## src/logic/fqbi_pkg.sv

```systemverilog
//==============================================================================
// Notes on behaviour
// - The page capability byte holds n for a read page of 2**n bytes, zero meaning no page buffer.
// - The page capability byte reads 05 on the plain interface and 00 on the multiplexed one.
// - The burst field count reads 03, where zero would mean no burst support.
// - Each burst field holds a code n in bits 2:0 for bursts of 2**(n+1) words, bits 7:3 reserved zero.
// - Code 07 means continuous linear bursting to the end of the burstable space.
// - The three burst fields read 02, 03 and 07 in that order.
// - The partition region count gives the region number, zero meaning a single partition.
// - The OTP tail reads user group count low 10, high 00, and bytes per group code 04.
package fqbi_pkg;

  //============================================================================
  // Register word indices; byte address is four times the index.
  localparam logic [11:0] FQBI_IDX_GRP_LO   = 12'h124;
  localparam logic [11:0] FQBI_IDX_GRP_HI   = 12'h125;
  localparam logic [11:0] FQBI_IDX_BYTES    = 12'h126;
  localparam logic [11:0] FQBI_IDX_PAGE     = 12'h127;
  localparam logic [11:0] FQBI_IDX_BCOUNT   = 12'h128;
  localparam logic [11:0] FQBI_IDX_BCFG1    = 12'h129;
  localparam logic [11:0] FQBI_IDX_BCFG2    = 12'h12a;
  localparam logic [11:0] FQBI_IDX_BCFG3    = 12'h12b;
  localparam logic [11:0] FQBI_IDX_PREGIONS = 12'h12c;

  //============================================================================
  // Fixed byte values of the table.
  localparam logic [7:0] FQBI_VAL_GRP_LO    = 8'h10;
  localparam logic [7:0] FQBI_VAL_GRP_HI    = 8'h00;
  localparam logic [7:0] FQBI_VAL_BYTES     = 8'h04;
  localparam logic [7:0] FQBI_VAL_PAGE_NMUX = 8'h05;
  localparam logic [7:0] FQBI_VAL_PAGE_MUX  = 8'h00;
  localparam logic [7:0] FQBI_VAL_BCOUNT    = 8'h03;
  localparam logic [2:0] FQBI_CODE_8W       = 3'h2;
  localparam logic [2:0] FQBI_CODE_16W      = 3'h3;
  localparam logic [2:0] FQBI_CODE_CONT     = 3'h7;
  localparam logic [7:0] FQBI_VAL_PREGIONS  = 8'h00;

  //============================================================================
  // Bus answer carried back to the master.
  typedef struct packed {
    logic [31:0] rdata;
    logic        slverr;
  } fqbi_resp_s;

endpackage

```

## src/logic/fqbi_query_table.sv

```systemverilog
// Register access over APB was chosen for this implementation.
`timescale 1ns/100ps
`default_nettype none

module fqbi_query_table
  import fqbi_pkg::*;
#(
  parameter logic [7:0] REGION_COUNT = FQBI_VAL_PREGIONS
) (
  input  wire logic        pclk,
  input  wire logic        presetn,
  input  wire logic        clk_en,
  input  wire logic        mux_mode,
  input  wire logic        psel,
  input  wire logic        penable,
  input  wire logic        pwrite,
  input  wire logic [13:0] paddr,
  input  wire logic [31:0] pwdata,
  output logic             pready,
  output logic [31:0]      prdata,
  output logic             pslverr
);

  //============================================================================
  // Burst field byte: code low, reserved bits zero.
  function automatic logic [7:0] burst_byte(input logic [2:0] code);
    burst_byte = {5'h00, code};
  endfunction

  // Table lookup by word index; hit reports a mapped location.
  function automatic logic [8:0] lookup(input logic [11:0] idx,
                                        input logic       mux);
    case (idx)
      FQBI_IDX_GRP_LO:   lookup = {1'b1, FQBI_VAL_GRP_LO};
      FQBI_IDX_GRP_HI:   lookup = {1'b1, FQBI_VAL_GRP_HI};
      FQBI_IDX_BYTES:    lookup = {1'b1, FQBI_VAL_BYTES};
      FQBI_IDX_PAGE:     lookup = {1'b1, mux ? FQBI_VAL_PAGE_MUX
                                             : FQBI_VAL_PAGE_NMUX};
      FQBI_IDX_BCOUNT:   lookup = {1'b1, FQBI_VAL_BCOUNT};
      FQBI_IDX_BCFG1:    lookup = {1'b1, burst_byte(FQBI_CODE_8W)};
      FQBI_IDX_BCFG2:    lookup = {1'b1, burst_byte(FQBI_CODE_16W)};
      FQBI_IDX_BCFG3:    lookup = {1'b1, burst_byte(FQBI_CODE_CONT)};
      FQBI_IDX_PREGIONS: lookup = {1'b1, REGION_COUNT};
      default:           lookup = 9'h000;
    endcase
  endfunction

  fqbi_resp_s resp_reg;
  fqbi_resp_s resp_next;
  logic       hit_reg;
  logic       hit_next;
  logic [8:0] look;
  logic       setup;

  //============================================================================
  // Decode in the setup cycle; answer registered for the access cycle.
  assign setup = psel && !penable;
  assign look  = lookup(paddr[13:2], mux_mode);

  always_comb begin
    resp_next = resp_reg;
    hit_next  = hit_reg;
    if (setup) begin
      hit_next = 1'b1;
      resp_next.slverr = pwrite || !look[8] || (paddr[1:0] != 2'h0);
      resp_next.rdata  = (pwrite || !look[8]) ? 32'h0000_0000
                         : {24'h00_0000, look[7:0]};
    end else if (psel && penable) begin
      hit_next = 1'b0;
    end
  end

  always_ff @(posedge pclk or negedge presetn) begin
    if (!presetn) begin
      resp_reg <= '0;
      hit_reg  <= 1'b0;
    end else if (clk_en) begin
      resp_reg <= resp_next;
      hit_reg  <= hit_next;
    end
  end

  // Ready in the first cycle of the access phase if clk_en was high in the setup cycle and is high then; data hold in flip-flops.
  assign pready  = psel && penable && hit_reg && clk_en;
  assign prdata  = resp_reg.rdata;
  assign pslverr = pready && resp_reg.slverr;
endmodule

`default_nettype wire

```

## config.mk

```make
export PLATFORM = sky130hd
export DESIGN_NAME = fqbi_query_table
export DESIGN_NICKNAME = d
export VERILOG_FILES = /design/src/logic/fqbi_pkg.sv /design/src/logic/fqbi_query_table.sv
export SDC_FILE = /design/constraint.sdc
export NUM_CORES = 1
export LEC_CHECK = 0
export ABC_AREA = 1
export BUFFER_PORTS_ARGS = -buffer_cell sky130_fd_sc_hd__buf_4
export CAP_MARGIN = 40
export CORE_AREA = 2 2 49 51
export DETAILED_ROUTE_END_ITERATION = 7
export DIE_AREA = 0 0 51 53
export PLACE_DENSITY = 0.82
export SYNTH_ARGS = -nofsm -noshare
export SYNTH_HDL_FRONTEND = slang
export SYNTH_SLANG_ARGS = --single-unit
```

## constraint.sdc

```tcl
create_clock -name pclk -period 1.8 [get_ports pclk]
set_clock_uncertainty 0.2 [all_clocks]
set_input_delay 0.27 -clock pclk [delete_from_list [all_inputs] [get_ports pclk]]
set_output_delay 0.27 -clock pclk [all_outputs]
set_load 0.02 [all_outputs]
```

==> impl_metrics.py <==
metrics = {
    "outcome": {
        "run_status": "finished, final reports clean",
    },
    "sta": {
        "period_share": 0.846,
        "post-route-worst-setup-slack_ps": 278,
        "timing_hold_violations_final": 0,
        "post-route-min-period_ps": 1520,
        "rsz0062_at_grt": "false",
        "tns_setup_ps": 0,
        "finalSetupViolations": 0,
        "hold_slack_ps": 114,
        "timing.final.max_slew_violations": 0,
        "max_freq_ghz": 0.657,
    },
    "drt": {
        "via_to_cell_ratio": 3.76,
        "detail_route.wl_per_cell_um": 7.30,
        "detailroute.via_count": 598,
        "detail_route.iter0.violations": 0,
        "first_pass_iters": 1,
        "drcViolationCount": 0,
        "drt.antenna.violating_nets": 0,
        "routed_wl_um": 1160,
    },
    "yosys": {
        "yosysSeqAreaShare": 0.205,
        "yosys.area.top_type": "sky130_fd_sc_hd__buf_4",
        "synth_area_per_cell_um2": 6.89,
        "ys.warnings.count": 0,
        "ys_seq_elements": 6,
        "synth.cell_area_um2": 731,
        "post-synth-top-area-fraction": 0.329,
        "synth.area.top_cells": "sky130_fd_sc_hd__buf_4 (33%), sky130_fd_sc_hd__dfrtp_1 (21%), sky130_fd_sc_hd__nand2_1 (10%)",
        "number_of_different_library_cells_in_the_post_synthesis_netlist": 19,
        "syn-instance-count": 106,
    },
    "global_routing": {
        "gr-usage-all-layers": 0.0951,
        "antenna_found_initial": 0,
        "global_route_wire_length_before_repair_um": 1900,
        "grt_start_max_net_pins": 8,
        "first_global_vias": 509,
        "global_route.overflow_total": 0,
    },
    "cts": {
        "numCtsBuffers": 3,
        "cts.sink_count": 6,
        "htree_levels": 1,
        "tritoncts": "yes",
        "clock_tree.root_cell": "sky130_fd_sc_hd__clkbuf_4",
        "clock_pin_slew_worst_setup_and_hold_paths_ps": 40,
        "clock_path_buffers": 2,
        "insertion_delay_ps": 240,
    },
    "place": {
        "port_buffers": 26,
        "dpl_worst_slack_ps": 330,
        "place.gp.congestion": 0.834,
        "dp_hpwl_um": 1050,
    },
    "hold_path": {
        "min-delay-path-class": "input port to flop",
        "hp-start": "paddr[0]",
        "timing.hold.worst_endpoint": "resp_reg[0]",
        "whs_path_depth": 5,
    },
    "critical_path": {
        "critical_path_buf_inv_count": 2,
        "crit_arrival_ps": 1050,
        "worst-path-stages": 3,
        "timing.critical_path.max_delay_family": "flip-flops",
        "crit_reg_reg_endpoint": "resp_reg[0]",
        "timing.critical_path.slowest_stage_cell": "sky130_fd_sc_hd__dfrtp_1",
        "crit_path_cell_trace": "inv_1 > nor4_1 > buf_4",
        "critical_path_endpoint_category": "primary output",
        "regToRegStartpoint": "resp_reg[0]",
        "worst-r2r-cell-count": 4,
        "ff2ff_setup_slack_ps": 940,
        "crit_required_ps": 1330,
        "worstPathMaxFanout": 2,
        "crit_path_start_kind": "flop",
        "path_class": "flop to primary output",
        "timing.critical_path.slowest_cell_delay_ps": 330,
    },
    "floorplanning": {
        "core_area_um2": 2150,
        "die_area_um2": 2700,
        "die_height_um": 53,
        "die_w_um": 51,
        "start_util": 0.340,
        "placementRows": 17,
        "io_pins": 87,
    },
    "final_layout": {
        "mostFrequentLayoutCell": "sky130_fd_sc_hd__conb_1",
        "antenna_cells": 0,
        "nets": 186,
        "number_of_flip_flops_under_the_largest_register_name": 4,
        "fraction_of_final_layout_cells_with_drive_strength_greater_than_1": 0.336,
        "post_layout_util": 0.398,
        "area_growth_syn_to_layout_pct": 17.0,
        "final_cell_mix": "sky130_fd_sc_hd__conb_1 (28), sky130_fd_sc_hd__buf_4 (26), sky130_fd_sc_hd__nand2_1 (20)",
    },
    "power": {
        "total_switching_power_uw": 133,
        "leakage_uw": 0.000516,
        "power-per-cell-area_nw_per_um2": 455,
        "combinationalPowerShare": 0.339,
        "clock_power_share": 0.302,
        "p_sw_frac": 0.343,
        "vdd_ir_drop_max_mv": 0.179,
        "internal_power_uw": 255,
        "sequentialPowerShare": 0.359,
    },
    "flow_run": {
        "timing.max_cap.violations": 0,
    },
}
-- repair_timing --
action	4_1_cts	5_1_grt
endpoints found under the hold margin	6	0
buffers inserted	0	0
hold buffers	1	0
resized for setup	0	0
-- power by group through the flow --
stage | clock network, uW | registers, uW | logic (uW)
after floorplan | 0 | 141 | 130
after global placement | 0 | 141 | 129
after detailed placement | 0 | 141 | 130
after CTS | 125 | 139 | 132
after global routing | 132 | 140 | 145
final | 117 | 139 | 132
-- layout make-up --
cell class | count | area [um2]
clock buffer | 3 | 22.5
fill | 258 | 1290
inverter | 15 | 56.3
multi-input combinational | 80 | 385
sequential | 6 | 150
tap | 28 | 35.0
timing repair buffer | 27 | 205
-- stage by stage --
step	power (uW)	std cells	cell area [um2]
final	389	159	855
after global routing	417	159	855
after CTS	396	159	855
after detailed placement	271	155	822
after global placement	270	155	822
after floorplan	271	133	832
-- kinds of logic (layout without fill, tap and decap cells) --
family	Yosys count	in the layout	synth area share
other	1	28	0.00513
AND/OR/NAND/NOR	50	50	0.365
flip-flops	6	6	0.205
AO/OA/AOI/OAI	2	2	0.0188
buffers and inverters	47	45	0.406
-- Yosys cell counts --
library cell,n
sky130_fd_sc_hd__buf_4,32
sky130_fd_sc_hd__conb_1,1
sky130_fd_sc_hd__dfrtp_1,6
sky130_fd_sc_hd__inv_1,12
sky130_fd_sc_hd__inv_2,3
sky130_fd_sc_hd__nand2_1,20
sky130_fd_sc_hd__nand2_2,2
sky130_fd_sc_hd__nand3_1,5
sky130_fd_sc_hd__nand3_2,2
sky130_fd_sc_hd__nand3b_1,2
sky130_fd_sc_hd__nand4_1,3
sky130_fd_sc_hd__nor2_1,7
sky130_fd_sc_hd__nor2_2,3
sky130_fd_sc_hd__nor2_4,3
sky130_fd_sc_hd__nor3_1,1
sky130_fd_sc_hd__nor3_2,1
sky130_fd_sc_hd__nor4_1,1
sky130_fd_sc_hd__o21ai_1,1
sky130_fd_sc_hd__o21ai_2,1
-- per-layer routing --
metal | wire [um] | up-vias | GRT usage
met4 | 23 | 0 | 0.0811
met5 | 0 | - | 0
met1 | 468 | 250 | 0.107
li1 | - | 314 | -
met3 | 115 | 2 | 0.0198
met2 | 554 | 32 | 0.154
-- how the worst max path moves through the flow --
stage                     startpoint          end  slack, ps
final                        hit_reg      pslverr        280
after global routing         hit_reg      pslverr        130
after CTS                    hit_reg      pslverr        250
after detailed placement   paddr[13]  resp_reg[0]        330
after global placement     paddr[13]  resp_reg[0]        350
after floorplan              hit_reg      pslverr        250
-- worst reg2reg max path, cell delays in order, from the launching register on --
cell and delay [ps]:
sky130_fd_sc_hd__dfrtp_1 350, sky130_fd_sc_hd__inv_1 70, sky130_fd_sc_hd__nand2_1 50, sky130_fd_sc_hd__nand2_1 60, sky130_fd_sc_hd__inv_1 30
No activity file was read; power rests on OpenSTA's default activity.
